[config.mk]
export PLATFORM = sky130hd
export DESIGN_NAME = output_driver_format_ctl
export DESIGN_NICKNAME = d
export VERILOG_FILES = /design/src/include/output_driver_format_pkg.sv /design/src/include/chan_reg_if.sv /design/src/rtl/chan_ctl_reg.sv /design/src/rtl/drv_fmt_decode.sv /design/src/rtl/output_driver_format_ctl.sv
export SDC_FILE = /design/constraint.sdc
export NUM_CORES = 1
export LEC_CHECK = 0
export BUFFER_PORTS_ARGS = -buffer_cell sky130_fd_sc_hd__buf_2
export CAP_MARGIN = 10
export CORE_UTILIZATION = 49
export CTS_CLUSTER_DIAMETER = 50
export DETAILED_ROUTE_END_ITERATION = 10
export PLACE_DENSITY = 0.87
export SYNTH_ARGS = -nofsm -noshare
export SYNTH_HDL_FRONTEND = slang
export SYNTH_SLANG_ARGS = --single-unit
[constraint.sdc]
create_clock -name clk_sys_i -period 3.31 [get_ports clk_sys_i]
set_clock_uncertainty 0.2 [all_clocks]
set_input_delay 0.4965 -clock clk_sys_i [delete_from_list [all_inputs] [get_ports clk_sys_i]]
set_output_delay 0.4965 -clock clk_sys_i [all_outputs]
set_load 0.05 [all_outputs]
[src/include/output_driver_format_pkg.sv]
// Purpose: constants and types for the output driver format registers
// Assumes: AXI4-Lite word access, control bytes sit in byte lane 0
// Notes:   byte address of a register is four times its index
package output_driver_format_pkg;

  //////////////////////////////////////////////////////////////////////
  // bus
  localparam int         ADDR_W      = 12;
  localparam int         DATA_W      = 32;
  localparam logic [1:0] RESP_OKAY   = 2'h0;
  localparam logic [1:0] RESP_SLVERR = 2'h2;

  //////////////////////////////////////////////////////////////////////
  // register indices
  localparam logic [7:0] CH2_CTL_IDX = 8'h22;
  localparam logic [7:0] CH3_CTL_IDX = 8'h23;
  localparam logic [7:0] STATUS_IDX  = 8'h40;

  //////////////////////////////////////////////////////////////////////
  // field positions
  localparam int FMT_LSB    = 5;
  localparam int SET_A_LSB  = 3;
  localparam int SET_B_LSB  = 1;
  localparam int RSV_HI_BIT = 7;
  localparam int ST_CH2_ON  = 0;
  localparam int ST_CH3_ON  = 1;
  localparam int ST_CH2_RSV = 2;

  //////////////////////////////////////////////////////////////////////
  // reset values and write masks
  localparam logic [1:0] FMT_RST     = 2'h1;
  localparam logic [1:0] SET_A_RST   = 2'h2;
  localparam logic [1:0] SET_B_RST   = 2'h0;
  localparam logic [7:0] CH2_RESET   = {1'h1, FMT_RST, SET_A_RST, SET_B_RST, 1'h0};
  localparam logic [7:0] CH3_RESET   = {1'h0, FMT_RST, SET_A_RST, SET_B_RST, 1'h0};
  localparam logic [7:0] CH2_WR_MASK = 8'hFE;
  localparam logic [7:0] CH3_WR_MASK = 8'h7E;

  //////////////////////////////////////////////////////////////////////
  // tail current in mA, load in ohm
  localparam logic [4:0] TAIL_NONE  = 5'h00;
  localparam logic [4:0] TAIL_4MA   = 5'h04;
  localparam logic [4:0] TAIL_6MA   = 5'h06;
  localparam logic [4:0] TAIL_8MA   = 5'h08;
  localparam logic [4:0] TAIL_16MA  = 5'h10;
  localparam logic [7:0] LOAD_NONE  = 8'h00;
  localparam logic [7:0] LOAD_50    = 8'h32;
  localparam logic [7:0] LOAD_100   = 8'h64;
  localparam logic [7:0] LOAD_200   = 8'hC8;

  //////////////////////////////////////////////////////////////////////
  // types
  typedef enum logic [1:0] {
    FMT_OFF     = 2'h0,
    FMT_AC_DIFF = 2'h1,
    FMT_HCSL    = 2'h2,
    FMT_CMOS    = 2'h3
  } drv_fmt_t;

  typedef enum logic [1:0] {
    LEG_OFF_Z   = 2'h0,
    LEG_OFF_LOW = 2'h1,
    LEG_ON_INV  = 2'h2,
    LEG_ON_NORM = 2'h3
  } leg_t;

  typedef enum logic {WS_COLLECT = 1'h0, WS_RESP = 1'h1} wr_state_t;
  typedef enum logic {RS_IDLE = 1'h0, RS_RESP = 1'h1} rd_state_t;

  // word address matches a register index
  function automatic logic word_hit(input logic [ADDR_W-1:0] addr,
                                    input logic [7:0] idx);
    return addr[ADDR_W-1:2] == {2'h0, idx};
  endfunction

endpackage

[src/include/chan_reg_if.sv]
// Purpose: carrier between the bus slave and one channel control register
// Assumes: one clock domain
// Notes:   wr_en is a one-cycle strobe
interface chan_reg_if;
  logic       wr_en;
  logic [7:0] wr_data;
  logic [7:0] value;
  modport bus_side (output wr_en, output wr_data, input value);
  modport reg_side (input wr_en, input wr_data, output value);
endinterface

[src/rtl/chan_ctl_reg.sv]
// Purpose: one 8-bit channel output control register
// Assumes: writes arrive as single-cycle strobes
// Notes:   bits outside the write mask stay zero
module chan_ctl_reg
  import output_driver_format_pkg::*;
#(
  parameter logic [7:0] RESET_VAL = 8'h00,
  parameter logic [7:0] WR_MASK   = 8'hFF
) (
  // clock and reset
  input  wire logic    clk_sys_i,
  input  wire logic    rst_i,
  input  wire logic    ce_i,
  // register access
  chan_reg_if.reg_side bus
);

  logic [7:0] ctl_reg;

  always_ff @(posedge clk_sys_i or posedge rst_i) begin
    if (rst_i) begin
      ctl_reg <= RESET_VAL;
    end else if (ce_i && bus.wr_en) begin
      ctl_reg <= bus.wr_data & WR_MASK;
    end
  end

  assign bus.value = ctl_reg;

endmodule

[src/rtl/drv_fmt_decode.sv]
// Purpose: decode a channel control byte into driver settings
// Assumes: control byte already masked
// Notes:   purely combinational
module drv_fmt_decode
  import output_driver_format_pkg::*;
(
  // control byte
  input  wire logic [7:0] ctl_i,
  // decoded driver settings
  output drv_fmt_t        format_o,
  output logic [4:0]      tail_ma_o,
  output logic [7:0]      load_ohm_o,
  output logic            load_z_o,
  output leg_t            true_leg_o,
  output leg_t            comp_leg_o,
  output logic            active_o
);

  logic [1:0] set_a;
  logic [1:0] set_b;
  logic       diff;

  assign format_o = drv_fmt_t'(ctl_i[FMT_LSB +: 2]);
  assign set_a    = ctl_i[SET_A_LSB +: 2];
  assign set_b    = ctl_i[SET_B_LSB +: 2];
  assign diff     = (format_o == FMT_AC_DIFF) || (format_o == FMT_HCSL);

  // tail current in differential formats
  always_comb begin
    tail_ma_o = TAIL_NONE;
    if (diff) begin
      case (set_a)
        2'h0:    tail_ma_o = TAIL_4MA;
        2'h1:    tail_ma_o = TAIL_6MA;
        2'h2:    tail_ma_o = TAIL_8MA;
        default: tail_ma_o = (format_o == FMT_HCSL) ? TAIL_16MA : TAIL_8MA;
      endcase
    end
  end

  // hcsl load
  always_comb begin
    load_ohm_o = LOAD_NONE;
    if (format_o == FMT_HCSL) begin
      case (set_b)
        2'h1:    load_ohm_o = LOAD_50;
        2'h2:    load_ohm_o = LOAD_100;
        2'h3:    load_ohm_o = LOAD_200;
        default: load_ohm_o = LOAD_NONE;
      endcase
    end
  end

  assign load_z_o   = (format_o == FMT_HCSL) && (set_b == 2'h0);
  assign true_leg_o = (format_o == FMT_CMOS) ? leg_t'(set_a) : LEG_OFF_Z;
  assign comp_leg_o = (format_o == FMT_CMOS) ? leg_t'(set_b) : LEG_OFF_Z;
  assign active_o   = diff || ((format_o == FMT_CMOS) && (set_a[1] || set_b[1]));

endmodule

[src/rtl/output_driver_format_ctl.sv]
// Purpose: channel 2 and 3 output driver format registers on AXI4-Lite
// Assumes: 40 MHz clk_sys_i, single outstanding write and read
// Notes:   control bytes in lane 0, upper read bits are zero
//
// Added by the designer: the AXI4-Lite register port.
module output_driver_format_ctl
  import output_driver_format_pkg::*;
(
  // clock, reset, enable
  input  wire logic              clk_sys_i,
  input  wire logic              rst_i,
  input  wire logic              ce_i,
  // axi4-lite write address
  input  wire logic              awvalid_i,
  output logic                   awready_o,
  input  wire logic [ADDR_W-1:0] awaddr_i,
  // axi4-lite write data
  input  wire logic              wvalid_i,
  output logic                   wready_o,
  input  wire logic [DATA_W-1:0] wdata_i,
  input  wire logic [3:0]        wstrb_i,
  // axi4-lite write response
  output logic                   bvalid_o,
  input  wire logic              bready_i,
  output logic [1:0]             bresp_o,
  // axi4-lite read address
  input  wire logic              arvalid_i,
  output logic                   arready_o,
  input  wire logic [ADDR_W-1:0] araddr_i,
  // axi4-lite read data
  output logic                   rvalid_o,
  input  wire logic              rready_i,
  output logic [DATA_W-1:0]      rdata_o,
  output logic [1:0]             rresp_o,
  // channel 2 driver
  output logic [7:0]             ch2_ctl_o,
  output drv_fmt_t               ch2_format_o,
  output logic [4:0]             ch2_tail_ma_o,
  output logic [7:0]             ch2_load_ohm_o,
  output logic                   ch2_load_z_o,
  output leg_t                   ch2_true_leg_o,
  output leg_t                   ch2_comp_leg_o,
  output logic                   ch2_active_o,
  // channel 3 driver
  output logic [7:0]             ch3_ctl_o,
  output drv_fmt_t               ch3_format_o,
  output logic [4:0]             ch3_tail_ma_o,
  output logic [7:0]             ch3_load_ohm_o,
  output logic                   ch3_load_z_o,
  output leg_t                   ch3_true_leg_o,
  output leg_t                   ch3_comp_leg_o,
  output logic                   ch3_active_o
);

  ////////////////////////////////////////////////////////////////////////
  // declarations
  wr_state_t         wr_state_reg;
  rd_state_t         rd_state_reg;
  logic              aw_held_reg;
  logic [ADDR_W-1:0] aw_addr_reg;
  logic              w_held_reg;
  logic [7:0]        w_data_reg;
  logic              w_lane0_reg;
  logic [1:0]        bresp_reg;
  logic [DATA_W-1:0] rdata_reg;
  logic [1:0]        rresp_reg;
  logic [DATA_W-1:0] rd_word;
  logic              rd_err;
  logic              aw_take;
  logic              w_take;
  logic              ar_take;
  logic              wr_go;
  logic              wr_hit_ch2;
  logic              wr_hit_ch3;
  logic              wr_hit_st;
  logic [2:0]        status_reg;

  drv_fmt_t          ch2_fmt;
  logic [4:0]        ch2_tail;
  logic [7:0]        ch2_load;
  logic              ch2_lz;
  leg_t              ch2_tleg;
  leg_t              ch2_cleg;
  logic              ch2_act;
  drv_fmt_t          ch3_fmt;
  logic [4:0]        ch3_tail;
  logic [7:0]        ch3_load;
  logic              ch3_lz;
  leg_t              ch3_tleg;
  leg_t              ch3_cleg;
  logic              ch3_act;

  chan_reg_if ch2_bus ();
  chan_reg_if ch3_bus ();

  ////////////////////////////////////////////////////////////////////////
  // handshakes
  assign awready_o = ce_i && !aw_held_reg && (wr_state_reg == WS_COLLECT);
  assign wready_o  = ce_i && !w_held_reg && (wr_state_reg == WS_COLLECT);
  assign arready_o = ce_i && (rd_state_reg == RS_IDLE);
  assign bvalid_o  = (wr_state_reg == WS_RESP);
  assign rvalid_o  = (rd_state_reg == RS_RESP);
  assign bresp_o   = bresp_reg;
  assign rdata_o   = rdata_reg;
  assign rresp_o   = rresp_reg;

  assign aw_take = awvalid_i && awready_o;
  assign w_take  = wvalid_i && wready_o;
  assign ar_take = arvalid_i && arready_o;
  assign wr_go   = ce_i && aw_held_reg && w_held_reg && (wr_state_reg == WS_COLLECT);

  ////////////////////////////////////////////////////////////////////////
  // write address and data capture, either order
  always_ff @(posedge clk_sys_i or posedge rst_i) begin
    if (rst_i) begin
      aw_held_reg <= 1'h0;
      aw_addr_reg <= '0;
    end else if (ce_i) begin
      if (aw_take) begin
        aw_held_reg <= 1'h1;
        aw_addr_reg <= awaddr_i;
      end else if (wr_go) begin
        aw_held_reg <= 1'h0;
      end
    end
  end

  always_ff @(posedge clk_sys_i or posedge rst_i) begin
    if (rst_i) begin
      w_held_reg  <= 1'h0;
      w_data_reg  <= 8'h00;
      w_lane0_reg <= 1'h0;
    end else if (ce_i) begin
      if (w_take) begin
        w_held_reg  <= 1'h1;
        w_data_reg  <= wdata_i[7:0];
        w_lane0_reg <= wstrb_i[0];
      end else if (wr_go) begin
        w_held_reg <= 1'h0;
      end
    end
  end

  ////////////////////////////////////////////////////////////////////////
  // write decode and response
  assign wr_hit_ch2 = word_hit(aw_addr_reg, CH2_CTL_IDX);
  assign wr_hit_ch3 = word_hit(aw_addr_reg, CH3_CTL_IDX);
  assign wr_hit_st  = word_hit(aw_addr_reg, STATUS_IDX);

  assign ch2_bus.wr_en   = wr_go && w_lane0_reg && wr_hit_ch2;
  assign ch2_bus.wr_data = w_data_reg;
  assign ch3_bus.wr_en   = wr_go && w_lane0_reg && wr_hit_ch3;
  assign ch3_bus.wr_data = w_data_reg;

  always_ff @(posedge clk_sys_i or posedge rst_i) begin
    if (rst_i) begin
      wr_state_reg <= WS_COLLECT;
      bresp_reg    <= RESP_OKAY;
    end else if (ce_i) begin
      case (wr_state_reg)
        WS_COLLECT: begin
          if (wr_go) begin
            wr_state_reg <= WS_RESP;
            bresp_reg    <= (wr_hit_ch2 || wr_hit_ch3 || wr_hit_st) ? RESP_OKAY
                                                                    : RESP_SLVERR;
          end
        end
        WS_RESP: begin
          if (bready_i) begin
            wr_state_reg <= WS_COLLECT;
          end
        end
        default: begin
          wr_state_reg <= WS_COLLECT;
        end
      endcase
    end
  end

  ////////////////////////////////////////////////////////////////////////
  // read decode
  always_comb begin
    rd_word = '0;
    rd_err  = 1'h0;
    if (word_hit(araddr_i, CH2_CTL_IDX)) begin
      rd_word[7:0] = ch2_bus.value;
    end else if (word_hit(araddr_i, CH3_CTL_IDX)) begin
      rd_word[7:0] = ch3_bus.value;
    end else if (word_hit(araddr_i, STATUS_IDX)) begin
      rd_word[2:0] = status_reg;
    end else begin
      rd_err = 1'h1;
    end
  end

  always_ff @(posedge clk_sys_i or posedge rst_i) begin
    if (rst_i) begin
      rd_state_reg <= RS_IDLE;
      rdata_reg    <= '0;
      rresp_reg    <= RESP_OKAY;
    end else if (ce_i) begin
      case (rd_state_reg)
        RS_IDLE: begin
          if (ar_take) begin
            rd_state_reg <= RS_RESP;
            rdata_reg    <= rd_word;
            rresp_reg    <= rd_err ? RESP_SLVERR : RESP_OKAY;
          end
        end
        RS_RESP: begin
          if (rready_i) begin
            rd_state_reg <= RS_IDLE;
          end
        end
        default: begin
          rd_state_reg <= RS_IDLE;
        end
      endcase
    end
  end

  ////////////////////////////////////////////////////////////////////////
  // channel control registers
  chan_ctl_reg #(
    .RESET_VAL (CH2_RESET),
    .WR_MASK   (CH2_WR_MASK)
  ) u_ch2_reg (
    .clk_sys_i (clk_sys_i),
    .rst_i     (rst_i),
    .ce_i      (ce_i),
    .bus       (ch2_bus)
  );

  chan_ctl_reg #(
    .RESET_VAL (CH3_RESET),
    .WR_MASK   (CH3_WR_MASK)
  ) u_ch3_reg (
    .clk_sys_i (clk_sys_i),
    .rst_i     (rst_i),
    .ce_i      (ce_i),
    .bus       (ch3_bus)
  );

  ////////////////////////////////////////////////////////////////////////
  // driver setting decode
  drv_fmt_decode u_ch2_dec (
    .ctl_i      (ch2_bus.value),
    .format_o   (ch2_fmt),
    .tail_ma_o  (ch2_tail),
    .load_ohm_o (ch2_load),
    .load_z_o   (ch2_lz),
    .true_leg_o (ch2_tleg),
    .comp_leg_o (ch2_cleg),
    .active_o   (ch2_act)
  );

  drv_fmt_decode u_ch3_dec (
    .ctl_i      (ch3_bus.value),
    .format_o   (ch3_fmt),
    .tail_ma_o  (ch3_tail),
    .load_ohm_o (ch3_load),
    .load_z_o   (ch3_lz),
    .true_leg_o (ch3_tleg),
    .comp_leg_o (ch3_cleg),
    .active_o   (ch3_act)
  );

  ////////////////////////////////////////////////////////////////////////
  // channel 2 driver outputs
  always_ff @(posedge clk_sys_i or posedge rst_i) begin
    if (rst_i) begin
      ch2_ctl_o      <= CH2_RESET;
      ch2_format_o   <= drv_fmt_t'(FMT_RST);
      ch2_tail_ma_o  <= TAIL_8MA;
      ch2_load_ohm_o <= LOAD_NONE;
      ch2_load_z_o   <= 1'h0;
      ch2_true_leg_o <= LEG_OFF_Z;
      ch2_comp_leg_o <= LEG_OFF_Z;
      ch2_active_o   <= 1'h1;
    end else if (ce_i) begin
      ch2_ctl_o      <= ch2_bus.value;
      ch2_format_o   <= ch2_fmt;
      ch2_tail_ma_o  <= ch2_tail;
      ch2_load_ohm_o <= ch2_load;
      ch2_load_z_o   <= ch2_lz;
      ch2_true_leg_o <= ch2_tleg;
      ch2_comp_leg_o <= ch2_cleg;
      ch2_active_o   <= ch2_act;
    end
  end

  ////////////////////////////////////////////////////////////////////////
  // channel 3 driver outputs
  always_ff @(posedge clk_sys_i or posedge rst_i) begin
    if (rst_i) begin
      ch3_ctl_o      <= CH3_RESET;
      ch3_format_o   <= drv_fmt_t'(FMT_RST);
      ch3_tail_ma_o  <= TAIL_8MA;
      ch3_load_ohm_o <= LOAD_NONE;
      ch3_load_z_o   <= 1'h0;
      ch3_true_leg_o <= LEG_OFF_Z;
      ch3_comp_leg_o <= LEG_OFF_Z;
      ch3_active_o   <= 1'h1;
    end else if (ce_i) begin
      ch3_ctl_o      <= ch3_bus.value;
      ch3_format_o   <= ch3_fmt;
      ch3_tail_ma_o  <= ch3_tail;
      ch3_load_ohm_o <= ch3_load;
      ch3_load_z_o   <= ch3_lz;
      ch3_true_leg_o <= ch3_tleg;
      ch3_comp_leg_o <= ch3_cleg;
      ch3_active_o   <= ch3_act;
    end
  end

  ////////////////////////////////////////////////////////////////////////
  // status: live driver state, read only
  always_ff @(posedge clk_sys_i or posedge rst_i) begin
    if (rst_i) begin
      status_reg <= 3'h0;
    end else if (ce_i) begin
      status_reg[ST_CH2_ON]  <= ch2_act;
      status_reg[ST_CH3_ON]  <= ch3_act;
      status_reg[ST_CH2_RSV] <= ch2_bus.value[RSV_HI_BIT];
    end
  end

endmodule

# == After elaboration in Yosys (flattened, before gate mapping) ==
# Cells that the tools add are included.
# totals
regBits,108
input_bits,68
out_inout_bits,99
word_cells,127
# op_classes
n_eq_ne,22
mux,32
bitwise,2
reduce_logical,42
# op_table
operator,count
$pmux 8 s3,2
$eq 10x6->1 const B,4
$pmux 5 s3,2
$mux 8,3
$eq 10x7->1 const B,2
$eq 2x2->1 const B,10
$logic_and 1x1->1,20
$mux 5,4
$eq 2x1->1 const B,6
$mux 2,6
$mux 1,10
$logic_not 2->1,4
$logic_or 1x1->1,8
$reduce_and 2->1,4
$mux 3,2
$reduce_and 3->1,2
$mux 4,1
$pmux 1 s2,2
$reduce_bool 2->1,2
$logic_not 1->1,2
$not 1->1,2

# == Logic depth before layout (Yosys ltp) ==
# Gate-level depths: netlist of run 1.
# depth
ltp_word,6
depth_mapped,6
mapped_depth_nobuf,5

# == By module ==
# From an unflattened synthesis of run 1, not the netlist that was laid out.
# unflattened
hier_cells,402
hier_area_um2,5119.9
# by_module_without_submodules
mod,n_inst,cells_per_inst,area_per_inst_um2
output_driver_format_ctl,1,295,4011.3
drv_fmt_decode,2,36,276.5
chan_ctl_reg (u_ch2_reg),1,18,279.0
chan_ctl_reg (u_ch3_reg),1,17,276.5

# == Worst setup path before layout of run 1 ==
# No wires, ideal clock.
# synth_timing
kind,reg-to-reg
startpoint,"reg wr_state_reg, in the netlist bvalid_o"
endpoint,reg aw_addr_reg[10]
setup_time_ns,0.125
arrival_time_ns,2.301
path_slack_ns,0.684
path_stages_with_launch,6
path_buffers,1
period_less_slack_ns,2.626
path_cell_list,dfrtp_1 > nand2b_1 > nor2_1 > and2_1 > buf_2 > mux2_2
# synth_between
elab_chain_len,4
# synth_rtl
item,line,source
"start, declared",output_driver_format_ctl.sv:57,wr_state_t wr_state_reg;
"start signal, assigned",output_driver_format_ctl.sv:157,wr_state_reg <= WS_COLLECT;
"start signal, assigned",output_driver_format_ctl.sv:163,wr_state_reg <= WS_RESP;
"start signal, assigned",output_driver_format_ctl.sv:170,wr_state_reg <= WS_COLLECT;
$not 1->1,--,
$logic_and 1x1->1,output_driver_format_ctl.sv:98,assign awready_o = ce_i && !aw_held_reg && (wr_state_reg == WS_COLLECT);
net awready_o,output_driver_format_ctl.sv:15,"output logic awready_o,"
$logic_and 1x1->1,output_driver_format_ctl.sv:107,assign aw_take = awvalid_i && awready_o;
$reduce_and 2->1 (no line),--,
"end signal, assigned",output_driver_format_ctl.sv:121,aw_addr_reg <= awaddr_i;
"end, declared",output_driver_format_ctl.sv:60,logic [ADDR_W-1:0] aw_addr_reg;
# The timed path passes the listed nets, and every way through them passes these cells.
# A chain may end at the register's enable or synchronous reset.

# == Worst setup path after layout of run 1 ==
# layout_timing
startpoint,in ce_i
endpoint,out arready_o
# layout_between
elab_chain_len,1
# layout_rtl
item,line,source
"start, declared",output_driver_format_ctl.sv:12,"input wire logic ce_i,"
$logic_and 1x1->1,output_driver_format_ctl.sv:100,assign arready_o = ce_i && (rd_state_reg == RS_IDLE);
"end, declared",output_driver_format_ctl.sv:28,"output logic arready_o,"
# Every way passes these cells.

==> results of run 1 <==
==> cells in the final DEF, fill, tap and decap left out, types with 4 or more instances in the layout <==
cell        n
mux2_4      6
clkbuf_8   10
buf_2     101
conb_1     33
nand2_1    29
o22ai_1     4
dfstp_2    14
o21ai_0    34
dfrtp_1    77
ha_1       15
mux2_2     39
nand3_1    15
mux2i_1     4
inv_1      36
nor2_1     16
==> area by class of cell <==
type                            count  area (sq um)  share of cell area
Tap cell                          105           131              0.0267
Clock buffer                       11           141              0.0288
Timing Repair Buffer              104           541               0.110
Sequential cell                    91          2290               0.467
Multi-Input combinational cell    231          1610               0.327
Clock inverter                      5          61.3              0.0125
Inverter                           37           140              0.0285
==> final timing paths <==
kind	start	endpoint	slack, ns	cells after the start
hold reg to reg	ch3_tail_ma_o[3]	ch3_tail_ma_o[3]	0.28	2
max in group asynchronous	rst_i	ch3_ctl_o[4]	2.10	3
hold / removal	rst_i	bvalid_o	0.06	2
min in group clk_sys_i	awaddr_i[6]	aw_addr_reg[6]	0.17	2
setup reg to reg	aw_addr_reg[4]	u_ch3_reg.bus.value[2]	1.16	4
setup / recovery	ce_i	arready_o	1.12	4
==> power by group through the flow <==
stage / clock (mW) / sequential (mW) / combinational [mW]
after floorplan: 0 / 1.44 / 0.406
after global placement: 0 / 1.39 / 0.522
after detailed placement: 0 / 1.41 / 0.543
after CTS: 0.785 / 1.38 / 0.544
after global routing: 0.826 / 1.41 / 0.584
final: 0.764 / 1.38 / 0.538
==> critical path, stage by stage <==
cell     delay, ns
buf_2         0.22
buf_4         0.33
nor2b_1       0.16
buf_2         0.26
==> metal layers <==
layer / GRT usage / wire [um] / vias to the layer above
met2: 0.323 / 4070 / 125
met4: 0.0784 / 104 / 0
met5: 0 / 0 / -
met3: 0.0415 / 573 / 9
li1: - / - / 1387
met1: 0.251 / 3560 / 1400
==> through the flow <==
step / std cells / power, mW / area [sq um] / utilization
final: 584 / 2.68 / 4910 / 0.589
after CTS: 584 / 2.71 / 4910 / 0.589
after floorplan: 414 / 1.85 / 4410 / -
after detailed placement: 568 / 1.95 / 4710 / 0.565
after global routing: 584 / 2.82 / 4910 / 0.589
after global placement: 568 / 1.91 / 4710 / 0.565
==> kinds of logic (layout without fill, tap and decap cells) <==
| group | Yosys count | after routing | synth area share |
|---|---|---|---|
| buf+inv | 92 | 157 | 0.118 |
| flops | 91 | 91 | 0.535 |
| simple gates | 83 | 83 | 0.102 |
| compound gates | 51 | 51 | 0.0674 |
| mux | 49 | 49 | 0.133 |
| fa+ha+maj | 15 | 15 | 0.0438 |
| other cells | 1 | 33 | 0.000875 |
==> key figures, run 1 <==
STA
  • Setup_tns: 0 ns
  • Min setup slack post-route: 1.12 ns
  • Final period util: 0.662
  • Slew HR: 0.469
  • Final setup viols: 0
  • Hold Vio Cnt, Final: 0
  • Hold slack: 0.0592 ns
  • Max-slew violations: 0
  • Unrepaired setup endpoints after global routing: false
  • Fmax: 456 MHz
  • Fin crit period: 2.19 ns
  • Slew at the pin closest to its max-slew limit: 0.795 ns

Synthesis
  • Async S/R FF share, synth: 1.00
  • Top post-synthesis cells by area: dfrtp_1 (45%), mux2_2 (10%), dfstp_2 (8.6%)
  • Cells after Synth: 382
  • Most frequent cell after synthesis: dfrtp_1
  • Yosys cell types: 43
  • Synth cell count leaders: dfrtp_1 (77), buf_4 (42), mux2_2 (39)
  • Post-synthesis sequential area ratio: 0.535
  • Synth Flop Type: dfrtp_1
  • EDFF count, synth: 0
  • Yosys warns: 0
  • Synth top area share: 0.450
  • Cell taking the most area after synthesis: dfrtp_1
  • #FFs+latches synth: 91
  • Synthesized area: 4290 sq um
  • Syn Area/Cell: 11.2 sq um

Clock tree
  • Clk slew on worst S/H paths: 0.09 ns
  • Htree depth: 3
  • CTS tree: built
  • Worst-Skew Late Latency: 0.35 ns
  • Clock buffer count from CTS: 9
  • Setup bufs post-CTS: 0
  • Post-CTS Hold Fix Bufs: 0
  • Root buffer cell: clkbuf_8
  • Clock buffer depth: 2
  • # resized after CTS: 0
  • Sink Count: 91

Power
  • Clock power share: 0.285
  • PwrDens: 546 nW/um^2
  • Part of the power in combinational logic: 0.200
  • Switching part of the total: 0.318
  • Pleak: 2.51 nW
  • VDD IR max: 0.000359 V
  • Switching power: 853 uW
  • Register share of total power: 0.515
  • Int Pwr: 1.83 mW

Placed design
  • Gpl congestion: 0.782
  • Pre-CTS WS: 0.767 ns
  • HPWL Detailed: 6250 um
  • I/O Buffers: 101

Finish
  • Proportion of layout cells with a drive suffix above 1: 0.380
  • Antenna cell count: 0
  • Largest register FFs: 10
  • Syn-to-layout area delta: 14.7%
  • Number of fill cells in the layout: 705
  • Nets: 557

Job
  • Max-Cap Viols: 0

Min path
  • Hold crit path type: in2async

Critical path
  • Setup CP Type: in2out
  • Required @ worst endpoint: 2.61 ns
  • Crit path capture type: output pin
  • Critical Path Start Type: input pin
  • WP data arrival: 1.50 ns
  • Critical path fanouts, max: 34

Global routing
  • Vias in the first global route: 2771
  • Congestion Overflow GR: 0
  • First-pass GRT wire length: 13300 um
  • GRT Util Overall: 0.196
  • Pin count of the biggest net entering global routing: 49
  • Initial antenna violation count: 0

Route
  • DR vias: 2921
  • DR pass1 iterations: 4
  • Initial DRC Count: 131
  • Post-route DRC violation count: 0
  • Routed Antenna Nets: 0
  • Routed WL per cell: 14.2 um
  • Via density: 5.00
  • Wirelength, routed: 8310 um

Floorplanning
  • Core area: 8340 sq um
  • Starting Density: 0.514
  • DIE AREA: 9130 sq um
  • Die Span Y: 95.5 um
  • I/O pins: 167
  • Cell Rows: 33
  • Die X: 95.5 um

Outcome
  • Status: completed
Power figures use the tool's default switching activity.
==> inputs of run 2 (changes only) <==
Settings changed: CORE_UTILIZATION 49 to 44, PLACE_DENSITY 0.87 to 0.83.
Clock period 3.31 ns to 1.8 ns, I/O delays scaled along.
==> key figures, run 2 (same netlist as run 1, synthesis figures left out) <==
Finish
  • Nets: 609
  • Finished Cell Area: 5600 sq um
  • Commonest non-fill, non-tap cell in the layout: buf_2
  • Non-Filler Instances: 660
  • Largest register FFs: 10
  • Syn-to-layout area delta: 30.6%
  • Proportion of layout cells with a drive suffix above 1: 0.422
  • Antenna cell count: 0
  • Commonest non-fill, non-tap cells in the layout: buf_2 (99), dfrtp_1 (76), inv_1 (36), o21ai_0 (34), conb_1 (33)

Clock tree
  • Htree depth: 3
  • Sink Count: 91
  • Clock buffer depth: 2
  • Root buffer cell: clkbuf_8
  • Clk slew on worst S/H paths: 0.08 ns
  • Worst-Skew Late Latency: 0.35 ns
  • Clock buffer count from CTS: 9
  • CTS tree: built

STA
  • Max-slew violations: 0
  • Final setup viols: 15
  • Setup_tns: -1.27 ns
  • Fin crit period: 1.92 ns
  • Min setup slack post-route: -0.122 ns
  • Unrepaired setup endpoints after global routing: true
  • Final period util: 1.07
  • Fmax: 520 MHz
  • Hold Vio Cnt, Final: 0

Placed design
  • I/O Buffers: 101
  • Gpl congestion: 0.779
  • Placed cell count: 614
  • Post-placement cell area: 5060 sq um
  • HPWL Detailed: 6380 um

Floorplanning
  • Die Span Y: 101 um
  • Starting Density: 0.460
  • DIE AREA: 10100 sq um
  • Cell Rows: 35
  • Core area: 9330 sq um
  • Die X: 101 um
  • I/O pins: 167

Global routing
  • Congestion Overflow GR: 0
  • First-pass GRT wire length: 14500 um
  • Vias in the first global route: 2964
  • Pin count of the biggest net entering global routing: 92
  • GRT Util Overall: 0.190
  • Initial antenna violation count: 0

Outcome
  • Failing checks: negative setup slack
  • Status: complete, but fails checks

Critical path
  • Critical path fanouts, max: 6
  • WP data arrival: 1.96 ns
  • CP top delay family: simple AND/OR/NAND/NOR gates
  • CP max-delay cell: or4_4
  • Crit path buf inv count: 0
  • Setup CP Type: reg2reg
  • CP max stage delay: 0.57 ns
  • Crit path capture type: register
  • Crit-path cells: and3b_1 -> nand2_2 -> or4_4 -> mux2_4
  • Required @ worst endpoint: 1.83 ns
  • Critical Path Start Type: register

Route
  • Wirelength, routed: 9080 um
  • DR vias: 3067
  • Routed Antenna Nets: 0
  • Initial DRC Count: 93
  • Post-route DRC violation count: 0
  • Routed WL per cell: 13.8 um
  • Via density: 4.65
  • DR pass1 iterations: 4

Power
  • VDD IR max: 0.000709 V
  • PwrDens: 1010 nW/um^2
  • Pleak: 2.85 nW

Job
  • Max-Cap Viols: 0

Min path
  • Hold crit path type: in2reg
-- run 2: cell count changes in the layout (fill, tap and decap cells not counted), sizes merged --
cell / delta
clkinv: +1
clkinvlp: -1
dlygate4sd3: +21
buf: +31
bufinv: +1
inv: -1
-- run 2: final cells by class --
class	count	area (sq um)
fillers	763	3730
clock buffers	11	151
repair buffers	156	1030
well taps	129	161
flip-flops and latches	91	2300
inverters	37	143
multi-input cells	231	1750
clock inverters	5	75.1
-- run 2: final timing paths --
| kind | start | to | slack [ns] | depth (start not counted) |
|---|---|---|---|---|
| hold / removal | wvalid_i | w_held_reg | 0.05 | 3 |
| setup / recovery | aw_addr_reg[8] | u_ch3_reg.bus.value[2] | -0.12 | 4 |
| setup reg to reg | aw_addr_reg[8] | u_ch3_reg.bus.value[2] | -0.12 | 4 |
| min in group asynchronous | rst_i | ch2_comp_leg_o[0] | 0.38 | 4 |
| hold reg to reg | ch3_ctl_o[4] | ch3_ctl_o[4] | 0.28 | 2 |
| max in group asynchronous | rst_i | ch2_active_o | 0.63 | 4 |
-- run 2: worst register-to-register path: stages, from the launching register on --
cell and delay, ns:
dfrtp_1 0.38, and3b_1 0.26, nand2_2 0.09, or4_4 0.57, mux2_4 0.32
-- run 2: through the flow --
stage	setup WS (ns)	hold WS [ns]	total power, mW	util
floorplan	-0.290	0.218	3.61	-
global placement	-0.177	0.233	3.89	0.542
detailed placement	-0.174	0.245	3.95	0.542
CTS	-0.163	0.0387	5.61	0.594
global route	-0.177	0.0628	5.94	0.600
finish	-0.122	0.0544	5.67	0.600
-- run 2: routing by layer --
metal,global-route usage,share of wire,up-vias
li1,-,-,1490
met1,0.240,0.44,1458
met2,0.322,0.49,104
met3,0.0388,0.051,15
met4,0.0713,0.017,0
met5,0,0,-
-- run 2: timing repair --
item,CTS,global route
resized for setup,7,4
endpoints found under the hold margin,97,0
pin swaps,2,1
hold buffers,21,0
endpoints found under the setup margin,15,15
setup buffers,3,6
-- run 2: report_power, final --
group | switching, mW | internal [mW]
Sequential | 0.218 | 2.33
Clock | 0.685 | 0.851
Combinational | 0.790 | 0.793
Total | 1.69 | 3.97
